<file path="src/rtl/atsp_pkg.sv">
// Constants, types and register map of the async timer with synchronous prescaler
package atsp_pkg;

  // ****************************************
  // Register map (byte addresses)
  // ****************************************
  localparam int unsigned ADDR_W        = 12;
  localparam logic [11:0] OFS_CTRL_A    = 12'h0b0;
  localparam logic [11:0] OFS_CTRL_B    = 12'h0b4;
  localparam logic [11:0] OFS_COUNT     = 12'h0b8;
  localparam logic [11:0] OFS_CMP_A     = 12'h0bc;
  localparam logic [11:0] OFS_CMP_B     = 12'h0c0;
  localparam logic [11:0] OFS_STATUS    = 12'h0c4;
  localparam logic [11:0] OFS_GEN_CTRL  = 12'h0c8;
  localparam logic [11:0] OFS_FLAGS     = 12'h0cc;
  localparam logic [11:0] OFS_IRQ_EN    = 12'h0d0;

  // ****************************************
  // Staged register indices and fields
  // ****************************************
  localparam int unsigned NUM_STAGED    = 5;
  localparam int unsigned STG_CTRL_A    = 0;
  localparam int unsigned STG_CTRL_B    = 1;
  localparam int unsigned STG_COUNT     = 2;
  localparam int unsigned STG_CMP_A     = 3;
  localparam int unsigned STG_CMP_B     = 4;
  localparam int unsigned STAT_ASYNC_BIT = 5;
  localparam int unsigned GEN_PSR_BIT   = 1;
  localparam int unsigned NUM_FLAGS     = 3;
  localparam int unsigned FLAG_OVF      = 0;
  localparam int unsigned FLAG_MATCH_A  = 1;
  localparam int unsigned FLAG_MATCH_B  = 2;
  localparam logic [7:0]  RST_REG       = 8'h00;
  localparam logic [7:0]  COUNT_MAX     = 8'hff;
  localparam logic [1:0]  WAVE_CTC      = 2'h2;

  // ****************************************
  // Timing
  // ****************************************
  localparam int unsigned CLK_FREQ_HZ   = 100_000_000;
  localparam logic [1:0]  XFER_EDGES    = 2'h2;
  localparam int unsigned FLAG_SYNC_CYC = 3;
  localparam logic [2:0]  WAKE_STALL_CYC = 3'h4;
  localparam int unsigned PRESCALE_W    = 10;

  // ****************************************
  // Types
  // ****************************************
  typedef struct packed {
    logic [1:0] chan_a_output_mode;
    logic [1:0] chan_b_output_mode;
    logic [1:0] unused;
    logic [1:0] waveform_mode;
  } atsp_ctrl_a_t;

  typedef enum logic [2:0] {
    PS_STOP, PS_DIV1, PS_DIV8, PS_DIV32, PS_DIV64, PS_DIV128, PS_DIV256, PS_DIV1024
  } atsp_prescale_t;

  typedef struct packed {
    logic [3:0]     rsvd;
    logic           waveform_mode_hi;
    atsp_prescale_t clock_select;
  } atsp_ctrl_b_t;

  typedef struct packed {
    logic           async_clock_select;
    atsp_prescale_t clock_select;
    logic           async_prescaler_reset;
  } atsp_clk_cfg_t;

  typedef enum logic [3:0] {
    REG_NONE, REG_CTRL_A, REG_CTRL_B, REG_COUNT, REG_CMP_A, REG_CMP_B,
    REG_STATUS, REG_GEN_CTRL, REG_FLAGS, REG_IRQ_EN
  } atsp_reg_t;

endpackage : atsp_pkg

</file>
<file path="src/rtl/atsp_sync.sv">
// Two-stage synchroniser for configuration bits entering the timer logic
`timescale 1ns/100ps
`default_nettype none
module atsp_sync #(
  parameter int unsigned W = 1
) (
  // Clock and reset
  input  wire logic         aclk,
  input  wire logic         aresetn,
  // Data
  input  wire logic [W-1:0] d,
  output logic      [W-1:0] q
);
  logic [W-1:0] meta_q;

  // First stage feeds only the second
  always_ff @(posedge aclk) begin
    if (!aresetn) begin
      meta_q <= '0;
      q      <= '0;
    end else begin
      meta_q <= d;
      q      <= meta_q;
    end
  end

  // Elaboration check: a zero-width path has nothing to carry
  if (W < 1) begin : g_bad_width
    $error("atsp_sync: W must be at least 1");
  end
endmodule : atsp_sync
`default_nettype wire

</file>
<file path="src/rtl/atsp_prescaler.sv">
// Clock-source prescaler producing the one-cycle timer tick
`timescale 1ns/100ps
`default_nettype none
module atsp_prescaler
  import atsp_pkg::*;
#(
  parameter int unsigned WIDTH = PRESCALE_W
) (
  // Clock and reset
  input  wire logic           aclk,
  input  wire logic           aresetn,
  // Control
  input  wire logic           src_tick,
  input  wire logic           clear,
  input  wire atsp_prescale_t select,
  // Tick out
  output logic                timer_tick
);
  logic [WIDTH-1:0] cnt_q;
  logic [WIDTH-1:0] mask;

  // Low bits that must be all ones for a divided tick
  function automatic logic [WIDTH-1:0] div_mask(input atsp_prescale_t s);
    logic [WIDTH-1:0] m;
    m = '0;
    case (s)
      PS_DIV8:    m = WIDTH'(10'h007);
      PS_DIV32:   m = WIDTH'(10'h01f);
      PS_DIV64:   m = WIDTH'(10'h03f);
      PS_DIV128:  m = WIDTH'(10'h07f);
      PS_DIV256:  m = WIDTH'(10'h0ff);
      PS_DIV1024: m = WIDTH'(10'h3ff);
      default:    m = '0;
    endcase
    return m;
  endfunction : div_mask

  always_ff @(posedge aclk) begin
    if (!aresetn || clear) begin
      cnt_q <= '0;
    end else if (src_tick) begin
      cnt_q <= cnt_q + WIDTH'(1);
    end
  end

  assign mask       = div_mask(select);
  assign timer_tick = src_tick && !clear && (select != PS_STOP) && ((cnt_q & mask) == mask);

  // Elaboration check: the longest divide needs every bit
  if (WIDTH < PRESCALE_W) begin : g_bad_width
    $error("atsp_prescaler: WIDTH too small for divide by 1024");
  end
endmodule : atsp_prescaler
`default_nettype wire

</file>
<file path="src/rtl/atsp_top.sv">
// Async timer register staging, synchronisation, prescaling and AXI4-Lite slave
`timescale 1ns/100ps
`default_nettype none
module atsp_top
  import atsp_pkg::*;
(
  // Clock and reset
  input  wire logic              aclk,
  input  wire logic              aresetn,
  // AXI4-Lite write address and data
  input  wire logic [ADDR_W-1:0] s_axi_awaddr,
  input  wire logic              s_axi_awvalid,
  output logic                   s_axi_awready,
  input  wire logic [31:0]       s_axi_wdata,
  input  wire logic [3:0]        s_axi_wstrb,
  input  wire logic              s_axi_wvalid,
  output logic                   s_axi_wready,
  // AXI4-Lite write response
  output logic [1:0]             s_axi_bresp,
  output logic                   s_axi_bvalid,
  input  wire logic              s_axi_bready,
  // AXI4-Lite read
  input  wire logic [ADDR_W-1:0] s_axi_araddr,
  input  wire logic              s_axi_arvalid,
  output logic                   s_axi_arready,
  output logic [31:0]            s_axi_rdata,
  output logic [1:0]             s_axi_rresp,
  output logic                   s_axi_rvalid,
  input  wire logic              s_axi_rready,
  // Oscillator
  input  wire logic              osc_in_pin,
  output logic                   osc_run,
  output logic                   osc_pins_claimed,
  // Sleep and wake
  input  wire logic              sleep_light,
  input  wire logic              sleep_deep,
  output logic                   wake_req,
  output logic                   cpu_stall,
  output logic                   irq_pending,
  // Compare outputs
  output logic                   chan_a_out,
  output logic                   chan_b_out
);

  // ****************************************
  // Declarations
  // ****************************************
  logic [7:0]           hold_q [NUM_STAGED];
  logic [7:0]           dest_q [NUM_STAGED];
  logic [1:0]           edge_cnt_q [NUM_STAGED];
  logic [NUM_STAGED-1:0] busy_q;
  logic [NUM_STAGED-1:0] stg_wr;
  logic [NUM_STAGED-1:0] xfer;
  logic                 aw_got_q, w_got_q;
  logic [ADDR_W-1:0]    awaddr_q;
  logic [7:0]           wbyte_q;
  logic                 wlane_q;
  logic                 do_write;
  atsp_reg_t            wsel, rsel;
  logic                 async_sel_q;
  logic                 psr_pulse;
  atsp_ctrl_a_t         ctrl_a;
  atsp_ctrl_b_t         ctrl_b;
  atsp_clk_cfg_t        clk_cfg, clk_cfg_s;
  logic                 osc_prev_q;
  logic                 osc_edge, src_tick, timer_tick;
  logic [7:0]           count_q, count_copy_q;
  logic                 match_a, match_b, ovf, ctc_clear;
  logic [NUM_FLAGS-1:0] evt_pipe_q [FLAG_SYNC_CYC];
  logic [NUM_FLAGS-1:0] flags_q, irq_en_q, flag_clr;
  logic                 deep_prev_q, light_prev_q, deep_wake;
  logic [2:0]           stall_q;
  logic [31:0]          rd_val;

  // Address decode shared by read and write paths
  function automatic atsp_reg_t reg_decode(input logic [ADDR_W-1:0] a);
    case (a)
      OFS_CTRL_A:   return REG_CTRL_A;
      OFS_CTRL_B:   return REG_CTRL_B;
      OFS_COUNT:    return REG_COUNT;
      OFS_CMP_A:    return REG_CMP_A;
      OFS_CMP_B:    return REG_CMP_B;
      OFS_STATUS:   return REG_STATUS;
      OFS_GEN_CTRL: return REG_GEN_CTRL;
      OFS_FLAGS:    return REG_FLAGS;
      OFS_IRQ_EN:   return REG_IRQ_EN;
      default:      return REG_NONE;
    endcase
  endfunction : reg_decode

  // ****************************************
  // AXI4-Lite write channel
  // ****************************************
  assign s_axi_awready = !aw_got_q && !s_axi_bvalid;
  assign s_axi_wready  = !w_got_q && !s_axi_bvalid;
  assign do_write      = aw_got_q && w_got_q && !s_axi_bvalid;
  assign wsel          = reg_decode(awaddr_q);

  // Address and data captured in either order
  always_ff @(posedge aclk) begin
    if (!aresetn) begin
      aw_got_q <= 1'b0;
      w_got_q  <= 1'b0;
      awaddr_q <= '0;
      wbyte_q  <= RST_REG;
      wlane_q  <= 1'b0;
    end else begin
      if (s_axi_awvalid && s_axi_awready) begin
        aw_got_q <= 1'b1;
        awaddr_q <= s_axi_awaddr;
      end else if (do_write) begin
        aw_got_q <= 1'b0;
      end
      if (s_axi_wvalid && s_axi_wready) begin
        w_got_q <= 1'b1;
        wbyte_q <= s_axi_wdata[7:0];
        wlane_q <= s_axi_wstrb[0];
      end else if (do_write) begin
        w_got_q <= 1'b0;
      end
    end
  end

  // Response after both halves; unmapped addresses get SLVERR
  always_ff @(posedge aclk) begin
    if (!aresetn) begin
      s_axi_bvalid <= 1'b0;
      s_axi_bresp  <= 2'b00;
    end else if (do_write) begin
      s_axi_bvalid <= 1'b1;
      s_axi_bresp  <= (wsel == REG_NONE) ? 2'b10 : 2'b00;
    end else if (s_axi_bready) begin
      s_axi_bvalid <= 1'b0;
    end
  end

  // Byte-lane 0 carries every register
  assign stg_wr[STG_CTRL_A] = do_write && wlane_q && (wsel == REG_CTRL_A);
  assign stg_wr[STG_CTRL_B] = do_write && wlane_q && (wsel == REG_CTRL_B);
  assign stg_wr[STG_COUNT]  = do_write && wlane_q && (wsel == REG_COUNT);
  assign stg_wr[STG_CMP_A]  = do_write && wlane_q && (wsel == REG_CMP_A);
  assign stg_wr[STG_CMP_B]  = do_write && wlane_q && (wsel == REG_CMP_B);
  assign psr_pulse = do_write && wlane_q && (wsel == REG_GEN_CTRL) && wbyte_q[GEN_PSR_BIT];
  assign flag_clr  = (do_write && wlane_q && (wsel == REG_FLAGS)) ? wbyte_q[NUM_FLAGS-1:0] : '0;

  always_ff @(posedge aclk) begin
    if (!aresetn) begin
      async_sel_q <= 1'b0;
      irq_en_q    <= '0;
    end else if (do_write && wlane_q) begin
      if (wsel == REG_STATUS) async_sel_q <= wbyte_q[STAT_ASYNC_BIT];
      if (wsel == REG_IRQ_EN) irq_en_q <= wbyte_q[NUM_FLAGS-1:0];
    end
  end
  assign osc_pins_claimed = async_sel_q;

  // ****************************************
  // Clock source and prescaler
  // ****************************************
  assign ctrl_a  = atsp_ctrl_a_t'(dest_q[STG_CTRL_A]);
  assign ctrl_b  = atsp_ctrl_b_t'(dest_q[STG_CTRL_B]);
  assign clk_cfg = '{async_clock_select: async_sel_q, clock_select: ctrl_b.clock_select,
                     async_prescaler_reset: psr_pulse};

  atsp_sync #(.W($bits(atsp_clk_cfg_t))) u_cfg_sync (
    .aclk    (aclk),
    .aresetn (aresetn),
    .d       (clk_cfg),
    .q       (clk_cfg_s)
  );

  // Oscillator edge detect; pin is sampled as synchronous
  always_ff @(posedge aclk) begin
    if (!aresetn) osc_prev_q <= 1'b0;
    else          osc_prev_q <= osc_in_pin;
  end
  assign osc_edge = osc_in_pin && !osc_prev_q;

  // Oscillator edge replaces the I/O clock when async
  assign src_tick = clk_cfg_s.async_clock_select ? osc_edge : 1'b1;

  // Oscillator runs only while async is selected; stopped in deep sleep
  assign osc_run = async_sel_q && !sleep_deep;

  atsp_prescaler #(.WIDTH(PRESCALE_W)) u_prescaler (
    .aclk       (aclk),
    .aresetn    (aresetn),
    .src_tick   (src_tick),
    .clear      (clk_cfg_s.async_prescaler_reset),
    .select     (clk_cfg_s.clock_select),
    .timer_tick (timer_tick)
  );

  // ****************************************
  // Staged registers
  // ****************************************
  // Deep sleep exit wipes the staged registers and count; restart of the crystal is not trusted
  always_ff @(posedge aclk) begin
    if (!aresetn) begin
      deep_prev_q  <= 1'b0;
      light_prev_q <= 1'b0;
    end else begin
      deep_prev_q  <= sleep_deep;
      light_prev_q <= sleep_light;
    end
  end
  assign deep_wake = deep_prev_q && !sleep_deep;

  for (genvar i = 0; i < NUM_STAGED; i++) begin : g_stage
    assign xfer[i] = busy_q[i] && src_tick && (edge_cnt_q[i] == XFER_EDGES - 2'h1);

    // Private holding register; busy set with the write
    always_ff @(posedge aclk) begin
      if (!aresetn || deep_wake) begin
        hold_q[i]     <= RST_REG;
        busy_q[i]     <= 1'b0;
        edge_cnt_q[i] <= 2'h0;
      end else if (stg_wr[i]) begin
        hold_q[i]     <= wbyte_q;
        busy_q[i]     <= 1'b1;
        edge_cnt_q[i] <= 2'h0;
      end else if (xfer[i]) begin
        busy_q[i]     <= 1'b0;
        edge_cnt_q[i] <= 2'h0;
      end else if (busy_q[i] && src_tick) begin
        edge_cnt_q[i] <= edge_cnt_q[i] + 2'h1;
      end
    end

    if (i != STG_COUNT) begin : g_dest
      always_ff @(posedge aclk) begin
        if (!aresetn || deep_wake) dest_q[i] <= RST_REG;
        else if (xfer[i])          dest_q[i] <= hold_q[i];
      end
    end else begin : g_count
      assign dest_q[i] = count_q;
    end
  end

  // ****************************************
  // Counter and compare
  // ****************************************
  // No match while count or compare is in flight
  assign match_a = timer_tick && (count_q == dest_q[STG_CMP_A]) && !busy_q[STG_COUNT] && !busy_q[STG_CMP_A];
  assign match_b = timer_tick && (count_q == dest_q[STG_CMP_B]) && !busy_q[STG_COUNT] && !busy_q[STG_CMP_B];
  assign ctc_clear = match_a && (ctrl_a.waveform_mode == WAVE_CTC) && !ctrl_b.waveform_mode_hi;
  assign ovf       = timer_tick && (count_q == COUNT_MAX) && !ctc_clear;

  // Transfer wins over counting so a written value is not skipped
  always_ff @(posedge aclk) begin
    if (!aresetn || deep_wake)  count_q <= RST_REG;
    else if (xfer[STG_COUNT])   count_q <= hold_q[STG_COUNT];
    else if (ctc_clear)         count_q <= RST_REG;
    else if (timer_tick)        count_q <= count_q + 8'h01;
  end

  // Read copy refreshed on source edges; a landing write shows at once
  always_ff @(posedge aclk) begin
    if (!aresetn || deep_wake) count_copy_q <= RST_REG;
    else if (src_tick)         count_copy_q <= xfer[STG_COUNT] ? hold_q[STG_COUNT] : count_q;
  end

  // Outputs follow the tick directly; non-PWM actions only
  always_ff @(posedge aclk) begin
    if (!aresetn) begin
      chan_a_out <= 1'b0;
      chan_b_out <= 1'b0;
    end else begin
      if (match_a) begin
        case (ctrl_a.chan_a_output_mode)
          2'h1:    chan_a_out <= !chan_a_out;
          2'h2:    chan_a_out <= 1'b0;
          2'h3:    chan_a_out <= 1'b1;
          default: chan_a_out <= chan_a_out;
        endcase
      end
      if (match_b) begin
        case (ctrl_a.chan_b_output_mode)
          2'h1:    chan_b_out <= !chan_b_out;
          2'h2:    chan_b_out <= 1'b0;
          2'h3:    chan_b_out <= 1'b1;
          default: chan_b_out <= chan_b_out;
        endcase
      end
    end
  end

  // ****************************************
  // Flags, wake-up and stall
  // ****************************************
  // Flag events delayed three processor cycles
  always_ff @(posedge aclk) begin
    if (!aresetn) begin
      for (int k = 0; k < FLAG_SYNC_CYC; k++) evt_pipe_q[k] <= '0;
    end else begin
      evt_pipe_q[0] <= {match_b, match_a, ovf};
      for (int k = 1; k < FLAG_SYNC_CYC; k++) evt_pipe_q[k] <= evt_pipe_q[k-1];
    end
  end

  // Sticky flags; a new event beats a same-cycle clear
  always_ff @(posedge aclk) begin
    if (!aresetn) flags_q <= '0;
    else          flags_q <= (flags_q & ~flag_clr) | evt_pipe_q[FLAG_SYNC_CYC-1];
  end
  assign irq_pending = |(flags_q & irq_en_q);

  // Wake on the next tick; re-entry with pending wakes at once
  always_ff @(posedge aclk) begin
    if (!aresetn) wake_req <= 1'b0;
    else          wake_req <= sleep_light && irq_pending && (timer_tick || !light_prev_q);
  end

  always_ff @(posedge aclk) begin
    if (!aresetn)          stall_q <= 3'h0;
    else if (wake_req)     stall_q <= WAKE_STALL_CYC;
    else if (stall_q != 3'h0) stall_q <= stall_q - 3'h1;
  end
  assign cpu_stall = (stall_q != 3'h0);

  // ****************************************
  // AXI4-Lite read channel
  // ****************************************
  assign rsel          = reg_decode(s_axi_araddr);
  assign s_axi_arready = !s_axi_rvalid;

  // Busy flags and select in status; control A layout
  always_comb begin
    rd_val = 32'h0000_0000;
    case (rsel)
      REG_CTRL_A:   rd_val = {24'h0, ctrl_a.chan_a_output_mode, ctrl_a.chan_b_output_mode,
                              2'h0, ctrl_a.waveform_mode};
      REG_CTRL_B:   rd_val = {24'h0, dest_q[STG_CTRL_B]};
      REG_COUNT:    rd_val = {24'h0, count_copy_q};
      REG_CMP_A:    rd_val = {24'h0, dest_q[STG_CMP_A]};
      REG_CMP_B:    rd_val = {24'h0, dest_q[STG_CMP_B]};
      REG_STATUS:   rd_val = {26'h0, async_sel_q, busy_q};
      REG_FLAGS:    rd_val = {29'h0, flags_q};
      REG_IRQ_EN:   rd_val = {29'h0, irq_en_q};
      default:      rd_val = 32'h0000_0000;
    endcase
  end

  // One read outstanding; answer the cycle after acceptance
  always_ff @(posedge aclk) begin
    if (!aresetn) begin
      s_axi_rvalid <= 1'b0;
      s_axi_rdata  <= 32'h0000_0000;
      s_axi_rresp  <= 2'b00;
    end else if (s_axi_arvalid && s_axi_arready) begin
      s_axi_rvalid <= 1'b1;
      s_axi_rdata  <= rd_val;
      s_axi_rresp  <= (rsel == REG_NONE) ? 2'b10 : 2'b00;
    end else if (s_axi_rready) begin
      s_axi_rvalid <= 1'b0;
    end
  end

endmodule : atsp_top
`default_nettype wire

</file>
<file path="config.mk">
export PLATFORM = sky130hd
export DESIGN_NAME = atsp_top
export DESIGN_NICKNAME = d
export VERILOG_FILES = /design/src/rtl/atsp_pkg.sv /design/src/rtl/atsp_sync.sv /design/src/rtl/atsp_prescaler.sv /design/src/rtl/atsp_top.sv
export SDC_FILE = /design/constraint.sdc
export NUM_CORES = 1
export LEC_CHECK = 0
export BUFFER_PORTS_ARGS = -buffer_cell sky130_fd_sc_hd__clkbuf_2
export CAP_MARGIN = 20
export CORE_ASPECT_RATIO = 1.1
export CORE_MARGIN = 3
export CORE_UTILIZATION = 62
export DETAILED_ROUTE_END_ITERATION = 10
export PLACE_DENSITY = 0.85
export REMOVE_ABC_BUFFERS = 1
export SLEW_MARGIN = 5
export SYNTH_ARGS = -nofsm -noshare
export SYNTH_HDL_FRONTEND = slang
export SYNTH_SLANG_ARGS = --single-unit
</file>
<file path="constraint.sdc">
create_clock -name aclk -period 6.3 [get_ports aclk]
set_input_delay 1.26 -clock aclk [delete_from_list [all_inputs] [get_ports aclk]]
set_output_delay 1.26 -clock aclk [all_outputs]
set_load 0.01 [all_outputs]
</file>
==> impl_metrics.json, run 1 <==
{
  "netlist_area_um2": 8380,
  "ys_async_sr_fraction_pct": 0,
  "path_buf_inv": 2,
  "grt_max_degree": 47,
  "place_area_um2": 8620,
  "dp_cells": 1066,
  "r2r_cells": 5,
  "p_leak_nw": 3.77,
  "required_ns": 6.49,
  "use_met2_pct": 42.0,
  "arrival_ns": 3.57,
  "cts_tree": "done",
  "p_int_mw": 1.86,
  "finalPower_mw": 2.48,
  "min_path_cells": 1,
  "grt_util_all_layers_pct": 27.5,
  "min_path_type": "register to register",
  "clk_pin_slew_ns": 0.07,
  "drive_gt1_share_pct": 13.9,
  "core_area_um2": 12900,
  "rrSetupSlack_ns": 3.49,
  "holdPathEnd": "wake_req$_SDFF_PN0_",
  "synth_edf_count": 48,
  "ys_ff_latch": 179,
  "viasPerCell": 6.19,
  "first_pass_iters": 6,
  "critPathCaptureType": "register",
  "seqPwrFrac_pct": 49.9,
  "synth_top_cell_by_area": "dfxtp_1",
  "ys_seq_area_share_pct": 48.5,
  "slew_violations": 0,
  "clkLatencyLatePin_ns": 0.44,
  "num_antenna_cells": 0,
  "root_buffer": "clkbuf_16",
  "slowest_delay_ns": 0.74,
  "grt_busiest_layer": "met2",
  "min_period_ns": 3.37,
  "grt.met3_usage_pct": 5.90,
  "cts_setup_buffers": 0,
  "setup_viol": 0,
  "p_sw_uw": 625,
  "reg2reg_to": "edge_cnt_q[2][1]$_SDFFCE_PN0P_",
  "path_class": "input pin to register",
  "synth_cell_type_count": 77,
  "syn_inst": 894,
  "fillers": 965,
  "die_x_um": 117,
  "nets": 1008,
  "path_cells": "clkbuf_2, inv_2, a21oi_2, o21ai_1, a21o_1",
  "dp_hpwl_um": 14000,
  "synth_top_area_share_pct": 31.3,
  "fin_util_pct": 71.6,
  "tns_ns": 0,
  "path_max_fanout": 33,
  "power_density_nw_per_um2": 269,
  "start_kind": "input pin",
  "wirelength_um": 20100,
  "numCtsBuffers": 17,
  "final_cell_area_um2": 9240,
  "maxCapViolations": 0,
  "yosys_warnings": 0,
  "max_slew.worst_pin.slew_ns": 0.976,
  "layout-area-overhead-vs-synth_pct": 10.2,
  "hp-start": "light_prev_q$_SDFF_PN0_",
  "cts_sinks": 179,
  "fin_skew_ns": 0.00991,
  "routedWlPerCell_um": 18.3,
  "grt_pass1_vias": 6203,
  "grt_pass1_wl_um": 32000,
  "cts_buffer_depth": 2,
  "fin_hold_ws_ns": 0.404,
  "io_pins": 118,
  "final_cells": 1098,
  "r2r_start": "awaddr_q[6]$_SDFFE_PN0P_",
  "slowest_stage": "a21oi_2",
  "htreeDepth": 4,
  "p_clk_share_pct": 43.4,
  "finalWorstSetupSlack_ns": 2.93,
  "rsz0062_at_grt": "no",
  "dpl_worst_slack_ns": 2.57,
  "netlist_top_cells_area": "dfxtp_1, edfxtp_1, mux2i_1",
  "io_buffer_count": 64,
  "ir_drop_uv": 214,
  "num_rows": 43,
  "cts_resized": 0,
  "hold_buffers": 0,
  "gr-total-overflow": 0,
  "synth_ff_type": "dfxtp_1",
  "max_clock_freq_ghz": 0.296,
  "slew_headroom_pct": 34.9,
  "syn_area_per_cell_um2": 9.38,
  "first_iter_violations": 742,
  "cp_top_family": "compound AO/OA/AOI/OAI gates",
  "vias": 6792,
  "comb_power_share_pct": 6.7,
  "die_h_um": 128,
  "hold_violations": 0,
  "place.gp.congestion": 0.902,
  "antenna_found_initial": 0,
  "drc": 0,
  "period_share_pct": 53.6,
  "status": "finished clean",
  "drtAntennaViolNets": 0,
  "die_area_um2": 15000,
  "start_util_pct": 64.9,
  "swShare_pct": 25.2,
  "gr-usage-met1_pct": 36.9
}
-- how the worst max path moves through the flow --
stage | endpoint | cells past startpoint | from | slack [ns]
6_report | edge_cnt_q[2][1]$_SDFFCE_PN0P_ | 5 | aresetn | 2.93
5_1_grt | edge_cnt_q[2][1]$_SDFFCE_PN0P_ | 5 | aresetn | 2.78
4_1_cts | edge_cnt_q[2][1]$_SDFFCE_PN0P_ | 5 | aresetn | 3.00
3_5_place_dp | edge_cnt_q[2][1]$_SDFFCE_PN0P_ | 5 | aresetn | 2.57
3_3_place_gp | edge_cnt_q[4][0]$_SDFFCE_PN0P_ | 5 | aresetn | 2.60
2_1_floorplan | edge_cnt_q[4][0]$_SDFFCE_PN0P_ | 5 | aresetn | 2.92
-- flip-flops by register name, summed over array words and instances (netlist names), 5 cells and up --
register           flops
hold_q                38
dest_q                16
awaddr_q              12
edge_cnt_q            10
u_prescaler.cnt_q     10
evt_pipe_q             9
count_copy_q           8
count_q                8
ctrl_b                 8
s_axi_rdata            8
wbyte_q                8
ctrl_a                 6
busy_q                 5
u_cfg_sync.meta_q      5
u_cfg_sync.q           5
-- power groups by stage --
| stage | logic [mW] | clock network (mW) | registers, mW |
|---|---|---|---|
| 2_1_floorplan | 0.108 | 0 | 1.26 |
| 3_3_place_gp | 0.161 | 0 | 1.26 |
| 3_5_place_dp | 0.165 | 0 | 1.26 |
| 4_1_cts | 0.166 | 1.09 | 1.24 |
| 5_1_grt | 0.189 | 1.13 | 1.24 |
| 6_report | 0.167 | 1.08 | 1.24 |
-- placed cells by master, fill, tap and decap left out, types with 5 or more instances in the layout --
cell type and instances:
dfxtp_1 131, nand2_1 88, nor2_1 88, clkbuf_2 64
a21oi_1 50, edfxtp_1 48, and2_1 46, mux2i_1 35
inv_1 27, nand3_1 26, conb_1 26, xor2_1 21
o21ai_1 20, clkbuf_16 18, nor4_1 17, nand4_1 15
nor3_1 14, o21ai_0 12, a22oi_1 11, ha_1 10
nor2b_1 9, a211oi_1 8, o211ai_1 7, xnor2_1 7
mux2_2 6, a21o_1 6, nand3b_1 6, nand4b_1 6
nor3_2 5, a32o_1 5, a311oi_1 5, inv_8 5
buf_4 5
-- cells in the mapped netlist (5+ instances only) --
cell type,n
buf_4,26
edfxtp_1,48
dfxtp_1,131
mux2_2,6
nand4_1,15
nor2_1,88
xnor2_1,7
clkbuf_1,41
o211ai_1,7
buf_2,7
xor2_1,21
inv_1,27
a21o_1,7
a21oi_1,51
a311oi_1,5
o21ai_0,12
o21ai_1,20
a32o_1,5
nor2b_1,9
nor3_1,14
ha_1,10
mux2i_1,35
nor4_1,17
nand3b_1,6
a22oi_1,11
nand4b_1,6
nor3_2,5
nand3_1,26
nand2_1,88
a211oi_1,8
and2_1,46
-- metal layers --
layer  up-vias  part of all wire [%]
met4         0                   4.0
met3        86                   8.2
met5         -                     0
met2       321                    47
li1       3211                     -
met1      3174                    40
-- layout make-up --
type                            instances  area [µm²]  area share [%]
Sequential cell                       179        4060            44.0
Multi-Input combinational cell        632        3900            42.3
Clock buffer                           18         450            4.88
Timing Repair Buffer                   69         358            3.87
Tap cell                              157         196            2.13
Clock inverter                         14         158            1.71
Inverter                               29         109            1.18
-- cell families (layout without fill, tap and decap cells) --
| group | Yosys count | after routing | share of synthesized area, % |
|---|---|---|---|
| adders and majority gates | 10 | 10 | 1.49 |
| buffers and inverters | 108 | 130 | 6.19 |
| AOI/OAI and AO/OA | 169 | 169 | 13.4 |
| and+or+nand+nor | 358 | 358 | 22.5 |
| DFF | 179 | 179 | 48.5 |
| muxes | 41 | 41 | 4.99 |
| xor gates and xnor gates | 28 | 28 | 2.93 |
| other | 1 | 26 | 0.0447 |
Note: power is estimated with default switching activity, not from simulation.
==> inputs of run 2 (changes only) <==
Settings changed: CORE_UTILIZATION 62 to 52, PLACE_DENSITY 0.85 to 0.76.
Clock period 6.3 ns to 3.1 ns, I/O delays scaled along.
==> run 2 against run 1 <==
Net effect: sequential power increased by 100%; highest routed layer unchanged; largest cell class unchanged; hold slack worse by 0.032 ns; via count decreased by 1.6%; critical path type is now register to register; clock skew is 0.0010 ns lower; register-to-register slack worse by 2.9 ns; critical endpoint is now edge_cnt_q[0][1]$_SDFFCE_PN0P_; utilization is 12 points lower; global-route usage fell by 4.7 points; die area up 18%; first-iteration DRC count decreased by 21%; sequential cell count did not move; routed wire length fell by 0.96%.
==> impl_metrics.json, run 2 (synthesis results as in run 1) <==
{
  "rsz0062_at_grt": "no",
  "arrival_ns": 2.62,
  "core_area_um2": 15700,
  "die_area_um2": 17700,
  "final_common_cell": "dfxtp_1",
  "grt_util_all_layers_pct": 22.8,
  "fin_skew_ns": 0.00888,
  "fillers": 1363,
  "seqCellArea_um2": 4060,
  "io_buffer_count": 64,
  "die_h_um": 139,
  "top_register": "hold_q",
  "antenna_found_initial": 0,
  "wirelength_um": 19900,
  "status": "finished clean",
  "clkLatencyLatePin_ns": 0.44,
  "layout-area-overhead-vs-synth_pct": 11.8,
  "drive_gt1_share_pct": 14.6,
  "largest_reg_flops": 38,
  "slew_headroom_pct": 39.7,
  "clk_pin_slew_ns": 0.07,
  "cts_buffer_depth": 2,
  "min_period_ns": 2.47,
  "cts_resized": 0,
  "ir_drop_uv": 379,
  "grt_max_degree": 49,
  "hold_buffers": 0,
  "finalPower_mw": 5.05,
  "multi_input_area_um2": 3890,
  "grt_pass1_wl_um": 32200,
  "cts_tree": "done",
  "numCtsBuffers": 17,
  "tns_ns": 0,
  "num_rows": 48,
  "largest_registers": "hold_q (38), dest_q (16), awaddr_q (12)",
  "io_pins": 118,
  "maxCapViolations": 0,
  "drc": 0,
  "required_ns": 3.25,
  "vias": 6682,
  "start_kind": "register",
  "drtAntennaViolNets": 0,
  "path_max_fanout": 20,
  "setup_viol": 0,
  "mostFrequentLayoutCells": "dfxtp_1, nand2_1, nor2_1",
  "gr-total-overflow": 0,
  "htreeDepth": 4,
  "dpl_worst_slack_ns": 0.652,
  "slew_violations": 0,
  "dp_hpwl_um": 14500,
  "viasPerCell": 5.81,
  "finalWorstSetupSlack_ns": 0.630,
  "nets": 1018,
  "first_pass_iters": 5,
  "power_density_nw_per_um2": 539,
  "hold_violations": 0,
  "cts_setup_buffers": 0,
  "die_x_um": 127,
  "start_util_pct": 53.3,
  "max_clock_freq_ghz": 0.405,
  "grt_pass1_vias": 6181,
  "min_path_type": "input pin to register",
  "routedWlPerCell_um": 17.3,
  "first_iter_violations": 586,
  "path_class": "register to register",
  "p_leak_nw": 3.83,
  "num_antenna_cells": 0,
  "max_slew.worst_pin.slew_ns": 0.898,
  "period_share_pct": 79.7,
  "place.gp.congestion": 0.932,
  "cts_sinks": 179,
  "critPathCaptureType": "register",
  "root_buffer": "clkbuf_16"
}
==> run 2: where the power goes <==
group	internal, mW	switching [mW]
logic	0.123	0.228
clock network	1.16	1.03
registers	2.46	0.0515
==> run 2: stage by stage <==
| step | utilization (%) | cells | hold slack [ns] | cell area [µm²] |
|---|---|---|---|---|
| final | 59.5 | 1151 | 0.373 | 9370 |
| after detailed placement | 55.7 | 1119 | 0.391 | 8760 |
| after CTS | 59.5 | 1151 | 0.363 | 9370 |
| after global placement | 55.7 | 1119 | 0.385 | 8760 |
| after floorplan | - | 840 | 0.380 | 8070 |
| after global routing | 59.5 | 1151 | 0.365 | 9370 |
==> run 2: metal layers <==
layer	GRT usage [%]	vias up	share of wire [%]
met1	30.4	3139	44
met4	10.1	0	3.4
met3	4.01	49	6.4
li1	-	3236	-
met5	0	-	0
met2	36.4	258	46
==> run 2: critical path: stages (launching register included) <==
cell	delay, ns
dfxtp_1	0.37
nor2b_1	0.37
a21oi_1	0.19
or3_1	0.67
o21ai_1	0.26
buf_4	0.18
a21o_1	0.13
==> run 2: layout make-up <==
class	count	area share [%]
Sequential cell	179	43.4
Timing Repair Buffer	79	4.75
Clock buffer	17	4.54
Clock inverter	15	1.95
Multi-Input combinational cell	632	41.6
Tap cell	200	2.67
Inverter	29	1.16
==> run 2: worst paths after layout <==
| check | from | to | slack (ns) | cells past startpoint |
|---|---|---|---|---|
| max | awaddr_q[6]$_SDFFE_PN0P_ | edge_cnt_q[0][1]$_SDFFCE_PN0P_ | 0.63 | 6 |
| max reg2reg | awaddr_q[6]$_SDFFE_PN0P_ | edge_cnt_q[0][1]$_SDFFCE_PN0P_ | 0.63 | 6 |
| min | s_axi_rready | s_axi_rvalid$_SDFFE_PN0P_ | 0.37 | 2 |
| min reg2reg | light_prev_q$_SDFF_PN0_ | wake_req$_SDFF_PN0_ | 0.40 | 1 |
==> inputs of run 3 (changes only) <==
Settings changed: CORE_UTILIZATION 52 to 58, PLACE_DENSITY 0.76 to 0.81.
Clock period 3.1 ns to 2.6 ns, I/O delays scaled along.
==> run 3 against run 2 <==
Net effect: first-iteration DRC count grew 34%; clock skew shrank 0.0015 ns; sequential cell count is the same; register-to-register slack lost 0.28 ns; critical path depth is the same; critical path type unchanged; global-route usage grew 2.9 points; largest power group unchanged; setup slack lost 0.28 ns; hold slack lost 0.098 ns; largest cell class unchanged; utilization grew 7.5 points; final area shrank 0.13%.
==> impl_metrics.json, run 3 (synthesis results as in run 1) <==
{
  "ir_drop_uv": 592,
  "first_pass_iters": 5,
  "io_pins": 118,
  "root_buffer": "clkbuf_16",
  "max_slew.worst_pin.slew_ns": 0.611,
  "core_area_um2": 14000,
  "hold_buffers": 0,
  "start_kind": "register",
  "cts_sinks": 179,
  "top_register": "hold_q",
  "io_buffer_count": 64,
  "vias": 6628,
  "final_common_cell": "dfxtp_1",
  "p_leak_nw": 3.84,
  "critPathCaptureType": "register",
  "cts_tree": "done",
  "grt_util_all_layers_pct": 25.7,
  "viasPerCell": 5.78,
  "largest_registers": "hold_q (38), dest_q (16), awaddr_q (12)",
  "place_area_um2": 8800,
  "min_period_ns": 2.25,
  "rrSetupSlack_ns": 0.35,
  "cts_setup_buffers": 0,
  "die_x_um": 121,
  "grt_busiest_layer": "met2",
  "htreeDepth": 4,
  "path_class": "register to register",
  "clkLatencyLatePin_ns": 0.43,
  "start_util_pct": 60.0,
  "setup_viol": 0,
  "fillers": 1165,
  "power_density_nw_per_um2": 627,
  "period_share_pct": 86.4,
  "die_area_um2": 15900,
  "use_met2_pct": 40.4,
  "cts_buffer_depth": 2,
  "die_h_um": 132,
  "cts_resized": 0,
  "routedWlPerCell_um": 17.2,
  "gr-usage-met1_pct": 34.7,
  "grt_pass1_vias": 6232,
  "required_ns": 2.90,
  "maxCapViolations": 0,
  "dp_hpwl_um": 14200,
  "grt_max_degree": 63,
  "final_cell_area_um2": 9360,
  "slew_headroom_pct": 59.1,
  "num_antenna_cells": 0,
  "first_iter_violations": 783,
  "place.gp.congestion": 0.927,
  "antenna_found_initial": 0,
  "nets": 1025,
  "slew_violations": 0,
  "numCtsBuffers": 17,
  "drc": 0,
  "tns_ns": 0,
  "drive_gt1_share_pct": 14.9,
  "num_rows": 45,
  "min_path_type": "input pin to register",
  "fin_util_pct": 67.0,
  "hold_violations": 0,
  "largest_reg_flops": 38,
  "grt_pass1_wl_um": 32400,
  "rsz0062_at_grt": "no",
  "dp_cells": 1114,
  "path_max_fanout": 11,
  "layout-area-overhead-vs-synth_pct": 11.6,
  "max_clock_freq_ghz": 0.445,
  "mostFrequentLayoutCells": "dfxtp_1, nand2_1, nor2_1",
  "fin_skew_ns": 0.00737,
  "grt.met3_usage_pct": 5.71,
  "fin_hold_ws_ns": 0.274,
  "final_cells": 1146,
  "drtAntennaViolNets": 0,
  "gr-total-overflow": 0,
  "wirelength_um": 19700,
  "status": "finished clean",
  "clk_pin_slew_ns": 0.07,
  "arrival_ns": 2.55
}
run 3: worst max-delay path: stages (launching register included):
cell     delay (ns)
dfxtp_1        0.32
nor4b_2        0.29
nand2_1        0.22
or3_1          0.59
buf_4          0.26
nor3_2         0.27
and2_1         0.17
run 3: power breakdown:
| part | total [mW] | internal (mW) | leakage [nW] | switching [mW] |
|---|---|---|---|---|
| combinational | 0.417 | 0.150 | 2.00 | 0.268 |
| clock | 2.44 | 1.34 | 0.269 | 1.10 |
| sequential | 3.00 | 2.94 | 1.57 | 0.0628 |
| total | 5.86 | 4.43 | 3.84 | 1.43 |
run 3: per-layer routing:
| layer | routed length (µm) | part of all wire [%] |
|---|---|---|
| met5 | 0 | 0 |
| met4 | 681 | 3.5 |
| met3 | 1470 | 7.4 |
| met2 | 9170 | 47 |
| met1 | 8380 | 43 |
run 3: final timing paths:
kind | to | depth (start not counted) | startpoint
max | hold_q[0][6]$_SDFFCE_PN0P_ | 6 | awaddr_q[11]$_SDFFE_PN0P_
min | s_axi_rvalid$_SDFFE_PN0P_ | 2 | s_axi_rready
max reg2reg | hold_q[0][6]$_SDFFCE_PN0P_ | 6 | awaddr_q[11]$_SDFFE_PN0P_
min reg2reg | wake_req$_SDFF_PN0_ | 1 | light_prev_q$_SDFF_PN0_
run 3: area by class of cell:
type	instances	area, µm²	area share, %
clock buffers	20	437	4.67
clock inverters	12	121	1.30
inverters	29	109	1.16
multi-input cells	632	3890	41.6
flip-flops and latches	179	4060	43.4
well taps	188	235	2.51
repair buffers	86	498	5.32
run 3: metrics by stage:
| stage | setup slack (ns) | total power [mW] |
|---|---|---|
| 6_report | 0.352 | 5.86 |
| 4_1_cts | 0.350 | 5.89 |
| 2_1_floorplan | -0.0388 | 3.31 |
| 3_3_place_gp | 0.388 | 3.47 |
| 3_5_place_dp | 0.350 | 3.48 |
| 5_1_grt | 0.105 | 6.08 |
